## src/rtl/iffm_regs.vh

```
// Purpose: register map, field positions and reset values of the filter entry
// Assumes: plain register port, word aligned byte addresses, 32-bit data
// Notes: include once; definitions only
`ifndef IFFM_REGS_VH
`define IFFM_REGS_VH

// ----------------------------------------------------------------------------
// register byte offsets
// ----------------------------------------------------------------------------
`define IFFM_ADDR_W 8
`define IFFM_OFS_CTRL 8'h00
`define IFFM_OFS_SEQ 8'h04
`define IFFM_OFS_SIP 8'h08
`define IFFM_OFS_SIP_MASK 8'h0C
`define IFFM_OFS_DIP 8'h10
`define IFFM_OFS_DIP_MASK 8'h14
`define IFFM_OFS_SPORT 8'h18
`define IFFM_OFS_DPORT 8'h1C
`define IFFM_OFS_PMODE 8'h20
`define IFFM_OFS_FLAGS 8'h24
`define IFFM_OFS_TOS 8'h28
`define IFFM_OFS_ICMP 8'h2C
`define IFFM_OFS_HITCNT 8'h30
`define IFFM_OFS_STATUS 8'h34

// ----------------------------------------------------------------------------
// field positions
// ----------------------------------------------------------------------------
`define IFFM_CTRL_EN 0
`define IFFM_CTRL_ACT_LO 1
`define IFFM_CTRL_PROTO_EN 3
`define IFFM_CTRL_PROTO_LO 8
`define IFFM_PMODE_SRC_LO 0
`define IFFM_PMODE_DST_LO 2
`define IFFM_TOS_VAL_LO 8
`define IFFM_ICMP_TYPE_EN 0
`define IFFM_ICMP_CODE_EN 1
`define IFFM_ICMP_TYPE_LO 8
`define IFFM_ICMP_CODE_LO 16

// ----------------------------------------------------------------------------
// encodings
// ----------------------------------------------------------------------------
`define IFFM_PORT_ANY 2'h0
`define IFFM_PORT_SINGLE 2'h1
`define IFFM_PORT_RANGE 2'h2
`define IFFM_FLAG_DC 2'h0
`define IFFM_FLAG_SET 2'h1
`define IFFM_FLAG_UNSET 2'h2
`define IFFM_TOS_ANY 2'h0
`define IFFM_TOS_DSCP 2'h1
`define IFFM_TOS_PREC 2'h2
`define IFFM_ACT_PERMIT 2'h0
`define IFFM_ACT_DENY 2'h1
`define IFFM_ACT_SHUTDOWN 2'h2
`define IFFM_PROTO_ICMP 8'h01

// ----------------------------------------------------------------------------
// reset values
// ----------------------------------------------------------------------------
`define IFFM_RST_ZERO 32'h0000_0000
`define IFFM_RST_MASK 32'hFFFF_FFFF
`define IFFM_RST_SEQ 31'h0000_0001
`define IFFM_SEQ_MAX 31'h7FFF_FFFF

`endif

```

## src/rtl/iffm_filter_entry.v

```verilog
// Purpose: match logic of one ipv4 filter_entry against parsed frame headers
// Assumes: header fields arrive on clock_i from the ingress parser, same domain
// Notes: one result per frame_valid_i, one cycle later; registers over plain port
//
// Added by the designer: the register addresses and the strobed register port.
`timescale 1ns/1ps
`include "iffm_regs.vh"

// Behaviour
// - source range matches ports inside bounds
// - destination any ignores destination port
// - destination single needs exact port equality
// - destination range matches ports within bounds
// - urg flag set, unset or don't-care
// - ack flag set, unset or don't-care
// - psh flag set, unset or don't-care
// - rst flag set, unset or don't-care
// - syn flag set, unset or don't-care
// - fin flag set, unset or don't-care
// - tos any skips the tos byte
// - dscp mode compares six-bit dscp field
// - precedence mode compares three-bit precedence
// - icmp type any leaves type unexamined
// - icmp type number matches icmp frames only
// - icmp code any leaves code unexamined
// - icmp code value matches icmp frames only
// - sequence 1 to 2147483647, lowest first
// - deny hit drops, permit hit forwards
// - wildcard mask bit one ignores address bit
// - source any ignores source port
module iffm_filter_entry (
  input wire clock_i, // switch core clock, 125 MHz
  input wire resetn_i, // asynchronous reset, active low
  input wire [`IFFM_ADDR_W-1:0] reg_addr_i, // register byte address
  input wire [31:0] reg_wdata_i, // register write data
  input wire reg_wr_i, // register write strobe
  input wire reg_rd_i, // register read strobe
  output reg [31:0] reg_rdata_o, // read data, cycle after the strobe
  input wire frame_valid_i, // parsed header fields are valid
  input wire [31:0] frame_sip_i, // source ip address
  input wire [31:0] frame_dip_i, // destination ip address
  input wire [7:0] frame_proto_i, // ip protocol number
  input wire [15:0] frame_sport_i, // source layer-4 port
  input wire [15:0] frame_dport_i, // destination layer-4 port
  input wire [5:0] frame_tcp_flags_i, // urg ack psh rst syn fin, msb first
  input wire [7:0] frame_tos_i, // type-of-service byte
  input wire [7:0] frame_icmp_type_i, // icmp type field
  input wire [7:0] frame_icmp_code_i, // icmp code field
  output reg result_valid_o, // one-cycle pulse, verdict below is valid
  output reg result_hit_o, // frame hit this entry
  output reg result_drop_o, // hit on a deny entry, discard
  output reg result_fwd_o, // hit on a permit entry, forward and learn
  output reg result_shut_o, // hit on a shutdown entry
  output reg [30:0] result_seq_o // sequence number of this entry
);

  // --------------------------------------------------------------------------
  // helper functions
  // --------------------------------------------------------------------------

  // port criterion, used for both source and destination
  function port_ok;
    input [1:0] mode;
    input [15:0] lo;
    input [15:0] hi;
    input [15:0] port;
    begin
      case (mode)
        `IFFM_PORT_ANY: port_ok = 1'b1;
        `IFFM_PORT_SINGLE: port_ok = (port == lo);
        // lo above hi leaves the range empty, so nothing matches
        // range on either port, source or destination
        `IFFM_PORT_RANGE: port_ok = (port >= lo) && (port <= hi);
        // unused code never matches, so a bad setting fails closed
        default: port_ok = 1'b0;
      endcase
    end
  endfunction

  // three-way tcp flag criterion
  function flag_ok;
    input [1:0] mode;
    input bit_val;
    begin
      case (mode)
        `IFFM_FLAG_DC: flag_ok = 1'b1;
        `IFFM_FLAG_SET: flag_ok = bit_val;
        `IFFM_FLAG_UNSET: flag_ok = ~bit_val;
        default: flag_ok = 1'b0;
      endcase
    end
  endfunction

  // --------------------------------------------------------------------------
  // configuration registers
  // --------------------------------------------------------------------------
  reg enable_reg;
  reg [1:0] action_reg;
  reg proto_en_reg;
  reg [7:0] proto_reg;
  reg [30:0] seq_reg;
  reg [31:0] sip_reg;
  reg [31:0] sip_mask_reg;
  reg [31:0] dip_reg;
  reg [31:0] dip_mask_reg;
  reg [15:0] sport_lo_reg;
  reg [15:0] sport_hi_reg;
  reg [15:0] dport_lo_reg;
  reg [15:0] dport_hi_reg;
  reg [1:0] sport_mode_reg;
  reg [1:0] dport_mode_reg;
  reg [11:0] flag_mode_reg;
  reg [1:0] tos_mode_reg;
  reg [5:0] tos_val_reg;
  reg icmp_type_en_reg;
  reg icmp_code_en_reg;
  reg [7:0] icmp_type_reg;
  reg [7:0] icmp_code_reg;
  reg [31:0] hit_cnt_reg;
  reg last_hit_reg;
  reg last_drop_reg;

  // sequence write is clamped into the legal range, zero reads back as one
  wire [30:0] seq_next;
  assign seq_next = (reg_wdata_i[30:0] == 31'h0000_0000) ? `IFFM_RST_SEQ : reg_wdata_i[30:0];

  // software writes; reset leaves every criterion open but the entry disabled
  always @(posedge clock_i or negedge resetn_i) begin
    if (!resetn_i) begin
      enable_reg <= 1'b0;
      action_reg <= `IFFM_ACT_PERMIT;
      proto_en_reg <= 1'b0;
      proto_reg <= 8'h00;
      seq_reg <= `IFFM_RST_SEQ;
      sip_reg <= `IFFM_RST_ZERO;
      sip_mask_reg <= `IFFM_RST_MASK;
      dip_reg <= `IFFM_RST_ZERO;
      dip_mask_reg <= `IFFM_RST_MASK;
      sport_lo_reg <= 16'h0000;
      sport_hi_reg <= 16'hFFFF;
      dport_lo_reg <= 16'h0000;
      dport_hi_reg <= 16'hFFFF;
      sport_mode_reg <= `IFFM_PORT_ANY;
      dport_mode_reg <= `IFFM_PORT_ANY;
      flag_mode_reg <= 12'h000;
      tos_mode_reg <= `IFFM_TOS_ANY;
      tos_val_reg <= 6'h00;
      icmp_type_en_reg <= 1'b0;
      icmp_code_en_reg <= 1'b0;
      icmp_type_reg <= 8'h00;
      icmp_code_reg <= 8'h00;
    end else if (reg_wr_i) begin
      case (reg_addr_i)
        `IFFM_OFS_CTRL: begin
          enable_reg <= reg_wdata_i[`IFFM_CTRL_EN];
          action_reg <= reg_wdata_i[`IFFM_CTRL_ACT_LO+1:`IFFM_CTRL_ACT_LO];
          proto_en_reg <= reg_wdata_i[`IFFM_CTRL_PROTO_EN];
          proto_reg <= reg_wdata_i[`IFFM_CTRL_PROTO_LO+7:`IFFM_CTRL_PROTO_LO];
        end
        `IFFM_OFS_SEQ: seq_reg <= seq_next;
        `IFFM_OFS_SIP: sip_reg <= reg_wdata_i;
        `IFFM_OFS_SIP_MASK: sip_mask_reg <= reg_wdata_i;
        `IFFM_OFS_DIP: dip_reg <= reg_wdata_i;
        `IFFM_OFS_DIP_MASK: dip_mask_reg <= reg_wdata_i;
        `IFFM_OFS_SPORT: begin
          sport_lo_reg <= reg_wdata_i[15:0];
          sport_hi_reg <= reg_wdata_i[31:16];
        end
        `IFFM_OFS_DPORT: begin
          dport_lo_reg <= reg_wdata_i[15:0];
          dport_hi_reg <= reg_wdata_i[31:16];
        end
        `IFFM_OFS_PMODE: begin
          sport_mode_reg <= reg_wdata_i[`IFFM_PMODE_SRC_LO+1:`IFFM_PMODE_SRC_LO];
          dport_mode_reg <= reg_wdata_i[`IFFM_PMODE_DST_LO+1:`IFFM_PMODE_DST_LO];
        end
        `IFFM_OFS_FLAGS: flag_mode_reg <= reg_wdata_i[11:0];
        `IFFM_OFS_TOS: begin
          tos_mode_reg <= reg_wdata_i[1:0];
          tos_val_reg <= reg_wdata_i[`IFFM_TOS_VAL_LO+5:`IFFM_TOS_VAL_LO];
        end
        `IFFM_OFS_ICMP: begin
          icmp_type_en_reg <= reg_wdata_i[`IFFM_ICMP_TYPE_EN];
          icmp_code_en_reg <= reg_wdata_i[`IFFM_ICMP_CODE_EN];
          icmp_type_reg <= reg_wdata_i[`IFFM_ICMP_TYPE_LO+7:`IFFM_ICMP_TYPE_LO];
          icmp_code_reg <= reg_wdata_i[`IFFM_ICMP_CODE_LO+7:`IFFM_ICMP_CODE_LO];
        end
        // status and unmapped offsets ignore writes; a hit count write clears the counter below
        default: ;
      endcase
    end
  end

  // --------------------------------------------------------------------------
  // match terms
  // --------------------------------------------------------------------------
  wire proto_hit;
  wire sip_hit;
  wire dip_hit;
  wire sport_hit;
  wire dport_hit;
  wire [5:0] flag_hit;
  reg tos_hit;
  wire is_icmp;
  wire icmp_type_hit;
  wire icmp_code_hit;
  wire all_hit;

  assign proto_hit = !proto_en_reg || (frame_proto_i == proto_reg);

  assign sip_hit = &(~(frame_sip_i ^ sip_reg) | sip_mask_reg);
  assign dip_hit = &(~(frame_dip_i ^ dip_reg) | dip_mask_reg);

  // port criteria through the shared function
  assign sport_hit = port_ok(sport_mode_reg, sport_lo_reg, sport_hi_reg, frame_sport_i);
  assign dport_hit = port_ok(dport_mode_reg, dport_lo_reg, dport_hi_reg, frame_dport_i);

  // one checker per tcp flag; index 5 is urg down to 0 for fin
  genvar gi;
  generate
    for (gi = 0; gi < 6; gi = gi + 1) begin : g_flag
      assign flag_hit[gi] = flag_ok(flag_mode_reg[2*gi+1:2*gi], frame_tcp_flags_i[gi]);
    end
  endgenerate

  // type of service: dscp is the upper six bits, precedence the upper three
  // precedence mode looks only at the low three bits of the stored value
  always @* begin
    case (tos_mode_reg)
      `IFFM_TOS_ANY: tos_hit = 1'b1;
      `IFFM_TOS_DSCP: tos_hit = (frame_tos_i[7:2] == tos_val_reg);
      `IFFM_TOS_PREC: tos_hit = (frame_tos_i[7:5] == tos_val_reg[2:0]);
      default: tos_hit = 1'b0;
    endcase
  end

  // enabled icmp criteria only ever match real icmp frames; a disabled one matches any frame
  assign is_icmp = (frame_proto_i == `IFFM_PROTO_ICMP);
  assign icmp_type_hit = !icmp_type_en_reg || (is_icmp && frame_icmp_type_i == icmp_type_reg);
  assign icmp_code_hit = !icmp_code_en_reg || (is_icmp && frame_icmp_code_i == icmp_code_reg);

  assign all_hit = enable_reg && proto_hit && sip_hit && dip_hit && sport_hit && dport_hit &&
                   (&flag_hit) && tos_hit && icmp_type_hit && icmp_code_hit;

  // --------------------------------------------------------------------------
  // verdict outputs
  // --------------------------------------------------------------------------

  // registered so the forwarding logic sees a clean one-cycle result
  always @(posedge clock_i or negedge resetn_i) begin
    if (!resetn_i) begin
      result_valid_o <= 1'b0;
      result_hit_o <= 1'b0;
      result_drop_o <= 1'b0;
      result_fwd_o <= 1'b0;
      result_shut_o <= 1'b0;
      result_seq_o <= `IFFM_RST_SEQ;
    end else begin
      result_valid_o <= frame_valid_i;
      result_hit_o <= frame_valid_i && all_hit;
      result_drop_o <= frame_valid_i && all_hit && (action_reg == `IFFM_ACT_DENY);
      result_fwd_o <= frame_valid_i && all_hit && (action_reg == `IFFM_ACT_PERMIT);
      result_shut_o <= frame_valid_i && all_hit && (action_reg == `IFFM_ACT_SHUTDOWN);
      result_seq_o <= seq_reg;
    end
  end

  // a clear beside a hit wins; that hit is lost rather than half counted
  // hit counter wraps; last verdict kept for software
  always @(posedge clock_i or negedge resetn_i) begin
    if (!resetn_i) begin
      hit_cnt_reg <= `IFFM_RST_ZERO;
      last_hit_reg <= 1'b0;
      last_drop_reg <= 1'b0;
    end else begin
      if (reg_wr_i && reg_addr_i == `IFFM_OFS_HITCNT) begin
        hit_cnt_reg <= `IFFM_RST_ZERO;
      end else if (frame_valid_i && all_hit) begin
        hit_cnt_reg <= hit_cnt_reg + 32'h0000_0001;
      end
      if (frame_valid_i) begin
        last_hit_reg <= all_hit;
        last_drop_reg <= all_hit && (action_reg == `IFFM_ACT_DENY);
      end
    end
  end

  // --------------------------------------------------------------------------
  // register read port
  // --------------------------------------------------------------------------

  // read data stand only in the cycle after the strobe; unmapped reads zero
  always @(posedge clock_i or negedge resetn_i) begin
    if (!resetn_i) begin
      reg_rdata_o <= `IFFM_RST_ZERO;
    end else if (reg_rd_i) begin
      case (reg_addr_i)
        `IFFM_OFS_CTRL: reg_rdata_o <= {16'h0000, proto_reg, 4'h0, proto_en_reg,
                                        action_reg, enable_reg};
        `IFFM_OFS_SEQ: reg_rdata_o <= {1'b0, seq_reg};
        `IFFM_OFS_SIP: reg_rdata_o <= sip_reg;
        `IFFM_OFS_SIP_MASK: reg_rdata_o <= sip_mask_reg;
        `IFFM_OFS_DIP: reg_rdata_o <= dip_reg;
        `IFFM_OFS_DIP_MASK: reg_rdata_o <= dip_mask_reg;
        `IFFM_OFS_SPORT: reg_rdata_o <= {sport_hi_reg, sport_lo_reg};
        `IFFM_OFS_DPORT: reg_rdata_o <= {dport_hi_reg, dport_lo_reg};
        `IFFM_OFS_PMODE: reg_rdata_o <= {28'h000_0000, dport_mode_reg, sport_mode_reg};
        `IFFM_OFS_FLAGS: reg_rdata_o <= {20'h0_0000, flag_mode_reg};
        `IFFM_OFS_TOS: reg_rdata_o <= {18'h0_0000, tos_val_reg, 6'h00, tos_mode_reg};
        `IFFM_OFS_ICMP: reg_rdata_o <= {8'h00, icmp_code_reg, icmp_type_reg, 6'h00,
                                        icmp_code_en_reg, icmp_type_en_reg};
        `IFFM_OFS_HITCNT: reg_rdata_o <= hit_cnt_reg;
        `IFFM_OFS_STATUS: reg_rdata_o <= {30'h0000_0000, last_drop_reg, last_hit_reg};
        default: reg_rdata_o <= `IFFM_RST_ZERO;
      endcase
    end else begin
      reg_rdata_o <= `IFFM_RST_ZERO;
    end
  end

endmodule // iffm_filter_entry

```

## config.mk

```make
export PLATFORM = sky130hd
export DESIGN_NAME = iffm_filter_entry
export DESIGN_NICKNAME = d
export VERILOG_FILES = /design/src/rtl/iffm_filter_entry.v
export VERILOG_INCLUDE_DIRS = /design/src /design/src/rtl
export SDC_FILE = /design/constraint.sdc
export NUM_CORES = 1
export LEC_CHECK = 0
export BUFFER_PORTS_ARGS = -buffer_cell sky130_fd_sc_hd__clkbuf_2
export CAP_MARGIN = 40
export CORE_MARGIN = 2
export CORE_UTILIZATION = 47
export DETAILED_ROUTE_END_ITERATION = 8
export PLACE_DENSITY_LB_ADDON = 0.3
export SYNTH_ARGS = -nofsm -noshare
export SYNTH_HDL_FRONTEND = slang
export SYNTH_SLANG_ARGS = --single-unit
```

## constraint.sdc

```tcl
create_clock -name clock_i -period 3.6 [get_ports clock_i]
set_input_delay 0.72 -clock clock_i [delete_from_list [all_inputs] [get_ports clock_i]]
set_output_delay 0.72 -clock clock_i [all_outputs]
set_load 0.03 [all_outputs]
```

==> summary.md <==
Row generation in the floorplan step produced 73 rows. In this run the worst hold path is classified as in2async. The final layout contains routed wiring with a total length of 70800 um. The power density of the placed cells was 439 nW/um^2.

The repair_antennas step left the layout with diodes totalling 0. Simple-gate share of the synthesized area: 0.0775. STA classifies the critical path startpoint as a register. Yosys mapped the design onto 58 distinct sky130hd cell types. For this run the aggregate overflow at the end of global routing stands at 0. STA classifies the critical path endpoint as a register. Setup slack closes at 0.143 ns. The predominant post-synthesis flop cell is sky130_fd_sc_hd__dfrtp_1. The area share of xor/xnor cells in the synthesized design came out at 0.0450. The first global-routing pass estimated 103000 um of wire. The post-detailed-route via-to-cell ratio was 6.41.

The root buffer cell chosen for the clock tree is sky130_fd_sc_hd__clkbuf_16. The achievable frequency was 289 MHz. Detailed routing inserted a total of 15.7k vias. TritonCTS created 42 clock buffers. Multiplexer area fraction after synthesis: 0.168.

Entering global routing, the biggest net connects 90 pins. The logs give 0.338 for the total routing usage reported by global routing and 3 for the largest buffer count on any clock path. The clock group share of total power is 0.429, and the number of max-slew violations in the final report is 0. The area of the die was 42200 sq um; the ratio of final minimum period to clock period was 0.960.

The combinational share of power was 0.104. The number of port buffers was 244; the sequential area share after synthesis was 0.503. The adder-cell area share of the yosys netlist is 0.0426, and the switching power total is 2580 uW. The die is 206 um tall. TritonCTS built the clock tree.

For the finished layout, the period the worst path requires is 3.46 ns. The worst slack at placement was -0.162 ns; the sequential share of power was 0.467. The tools report the post-route core utilization as 0.570.

Overall power consumption after layout is estimated at 9990 uW. Setup violations remaining at the end of the flow were counted as 0. The number of flops mapped to enable cells by yosys works out to 0. The hold violation total from the final report is 0.

The fraction of final layout cells sized beyond drive strength 1 is 0.410, and the endpoint required time on the critical path is 4.10 ns. For this run, the number of Yosys warnings is 0. The slew at the pin with the worst max-slew slack works out to 0.783 ns. The die is 206 um wide. The average wire per standard cell works out to 29.0 um. After synthesis, the mean cell area works out to 11.9 sq um. The data arrival time of the worst path is 3.96 ns, and the clock-pin transition on the worst setup and hold timing paths is 0.06 ns. By area, the combinational part of the netlist is dominated by multiplexers. The analysis attributes to cell leakage a power of 0.0102 uW. The effective utilization at floorplan is 0.478. The flow ran to the end, and the final reports show no timing, DRC or antenna violations. The total instance count after detailed placement is 2367, and the critical-path maximum fanout is 20.

The first routing iteration left 1915 violations. For this design, the CTS-stage hold fixing added 0 buffers. For the clock network latency to the later pin of the worst-skew pair, the log shows 0.58 ns. Once detail routing completed, the nets flagged for antenna violations numbered 0. The type of the worst setup path was reg2reg.

The proportion of total power due to net switching was 0.258. The logs give 1845 for the net count after synthesis and 1601 for the number of cells produced by synthesis. The run gives 0.990 as the routability-driven placement congestion ratio. The share of async-settable or async-resettable flops after synthesis was 1.00; the worst ir drop on vdd was 0.326 mV. The worst relative slew slack was 0.478. The area fraction in compound gates after synthesis is 0.130.

The count of unresolved DRC violations after routing is 0. After the last flow step, the layout net total stands at 2131. The logs give 247 for the number of I/O pins and 39900 sq um for the core area. The via count of the first global-routing pass came out at 15.6k. Internal power comes to 7420 uW.

Across the routed clock network, the largest skew measured is 0.0292 ns. The initial antenna violation count is 1. The half-perimeter wire length after placement was 52400 um; the growth of design area from synthesis to finish was 19.3%. In this run the number of H-tree levels came out at 2.

After synthesis the netlist holds a flip-flop and latch count of 379. The max-cap check violation count is 0. Before antenna repair, the detailed router went through 6 iterations. Number of standard cells in the layout, taps in and fillers out: 2445.

In this run the cell area of the synthesized design comes to 19100 sq um. Counting every sink on the clock net gives 379.
power groups by stage:
stage / combinational, uW / clock [uW] / sequential (uW)
floorplan: 470 / 0 / 4690
global placement: 993 / 0 / 4720
detailed placement: 1020 / 0 / 4730
CTS: 1030 / 4340 / 4660
global route: 1120 / 4540 / 4680
finish: 1040 / 4290 / 4670
cells by family after synthesis:
kind of cell,Yosys count
compound gates,347
simple gates,262
xor+xnor,98
mux,286
flops,379
buf+inv,164
fa+ha+maj,65
path summary, 6_finish.rpt:
check	from	end	slack, ns	depth (start not counted)
hold reg to reg	seq_reg[0]	result_seq_o[0]	0.38	0
setup reg to reg	sport_lo_reg[10]	hit_cnt_reg[13]	0.14	12
setup / recovery	sport_lo_reg[10]	hit_cnt_reg[13]	0.14	12
min in group clock_i	frame_valid_i	result_valid_o	0.31	1
hold / removal	resetn_i	hit_cnt_reg[27]	0.18	1
max in group asynchronous	resetn_i	dip_mask_reg[8]	2.49	2
layer usage:
layer  GRT usage  part of all wire  wire, um
met3      0.0695              0.10      7090
met5           0                 0         0
met4       0.176             0.057      4020
met1       0.459              0.40     28100
met2       0.512              0.45     31500
Yosys cell counts, drive strengths merged (8+ instances only):
| library cell | number | area, sq um |
|---|---|---|
| a222oi | 18 | 180 |
| nand2 | 52 | 195 |
| mux2i | 8 | 80.1 |
| o21ai | 18 | 90.1 |
| a22oi | 68 | 510 |
| and2 | 8 | 50.1 |
| dfrtp | 281 | 7030 |
| nand3 | 15 | 75.1 |
| o41ai | 17 | 149 |
| a22o | 31 | 272 |
| a21oi | 58 | 294 |
| dfstp | 98 | 2570 |
| a221oi | 31 | 272 |
| nor3 | 8 | 40.0 |
| o22ai | 49 | 307 |
| xnor2 | 92 | 806 |
| ha | 65 | 813 |
| and3 | 16 | 100 |
| clkbuf | 53 | 199 |
| mux2 | 278 | 3130 |
| nor4 | 30 | 200 |
| nand4b | 13 | 114 |
| a31oi | 27 | 169 |
| nand4 | 40 | 256 |
| buf | 32 | 136 |
| inv | 78 | 293 |
| nor2 | 46 | 173 |
what timing repair did:
item | in CTS | in global routing
endpoints found under the setup margin | 0 | 29
setup buffers | 0 | 1
resized for setup | 0 | 4
hold endpoints to repair | 0 | 0
through the flow:
| stage | instance area, sq um | setup TNS (ns) | hold slack [ns] |
|---|---|---|---|
| after floorplan | 19100 | 0 | 0.361 |
| after global placement | 21400 | -1.14 | 0.381 |
| after detailed placement | 21400 | -2.99 | 0.373 |
| after CTS | 22700 | 0 | 0.194 |
| after global routing | 22800 | -0.0212 | 0.216 |
| final | 22800 | 0 | 0.178 |
area by class of cell:
| cell class | instances | area (sq um) |
|---|---|---|
| sequential | 379 | 9610 |
| fill | 3359 | 17200 |
| clock inverter | 5 | 57.6 |
| clock buffer | 72 | 1290 |
| tap | 525 | 657 |
| multi-input combinational | 1058 | 8880 |
| timing repair buffer | 327 | 1970 |
| inverter | 79 | 297 |
worst max-delay path, stage by stage, from the launching register on:
cell and delay [ns]:
sky130_fd_sc_hd__dfrtp_1 0.43, sky130_fd_sc_hd__inv_1 0.18, sky130_fd_sc_hd__ha_1 0.35, sky130_fd_sc_hd__nand4_1 0.27
sky130_fd_sc_hd__nor4_4 0.28, sky130_fd_sc_hd__nand4_1 0.14, sky130_fd_sc_hd__a22o_1 0.23, sky130_fd_sc_hd__or4_4 0.56
sky130_fd_sc_hd__nor4b_4 0.27, sky130_fd_sc_hd__buf_4 0.18, sky130_fd_sc_hd__buf_6 0.20, sky130_fd_sc_hd__nand4bb_1 0.12
sky130_fd_sc_hd__a21oi_1 0.17
cell usage in the layout, fill, tap and decap left out, types with 13 or more instances in the layout:
cell type	instances
sky130_fd_sc_hd__clkbuf_1	18
sky130_fd_sc_hd__nand2_1	51
sky130_fd_sc_hd__o21ai_0	18
sky130_fd_sc_hd__buf_4	73
sky130_fd_sc_hd__clkbuf_2	243
sky130_fd_sc_hd__nor2_1	38
sky130_fd_sc_hd__nor4_1	28
sky130_fd_sc_hd__nand4b_1	13
sky130_fd_sc_hd__a21oi_1	57
sky130_fd_sc_hd__mux2_2	278
sky130_fd_sc_hd__dfstp_2	98
sky130_fd_sc_hd__a31oi_1	27
sky130_fd_sc_hd__a221oi_1	31
sky130_fd_sc_hd__inv_1	78
sky130_fd_sc_hd__clkbuf_16	43
sky130_fd_sc_hd__dfrtp_1	280
sky130_fd_sc_hd__nand3_1	15
sky130_fd_sc_hd__nand4_1	39
sky130_fd_sc_hd__a22o_1	31
sky130_fd_sc_hd__a22oi_1	68
sky130_fd_sc_hd__a222oi_1	18
sky130_fd_sc_hd__xnor2_1	92
sky130_fd_sc_hd__ha_1	65
sky130_fd_sc_hd__o41ai_1	17
sky130_fd_sc_hd__o22ai_1	49
sky130_fd_sc_hd__and3_1	16
No activity file was read; power rests on OpenSTA's default activity.
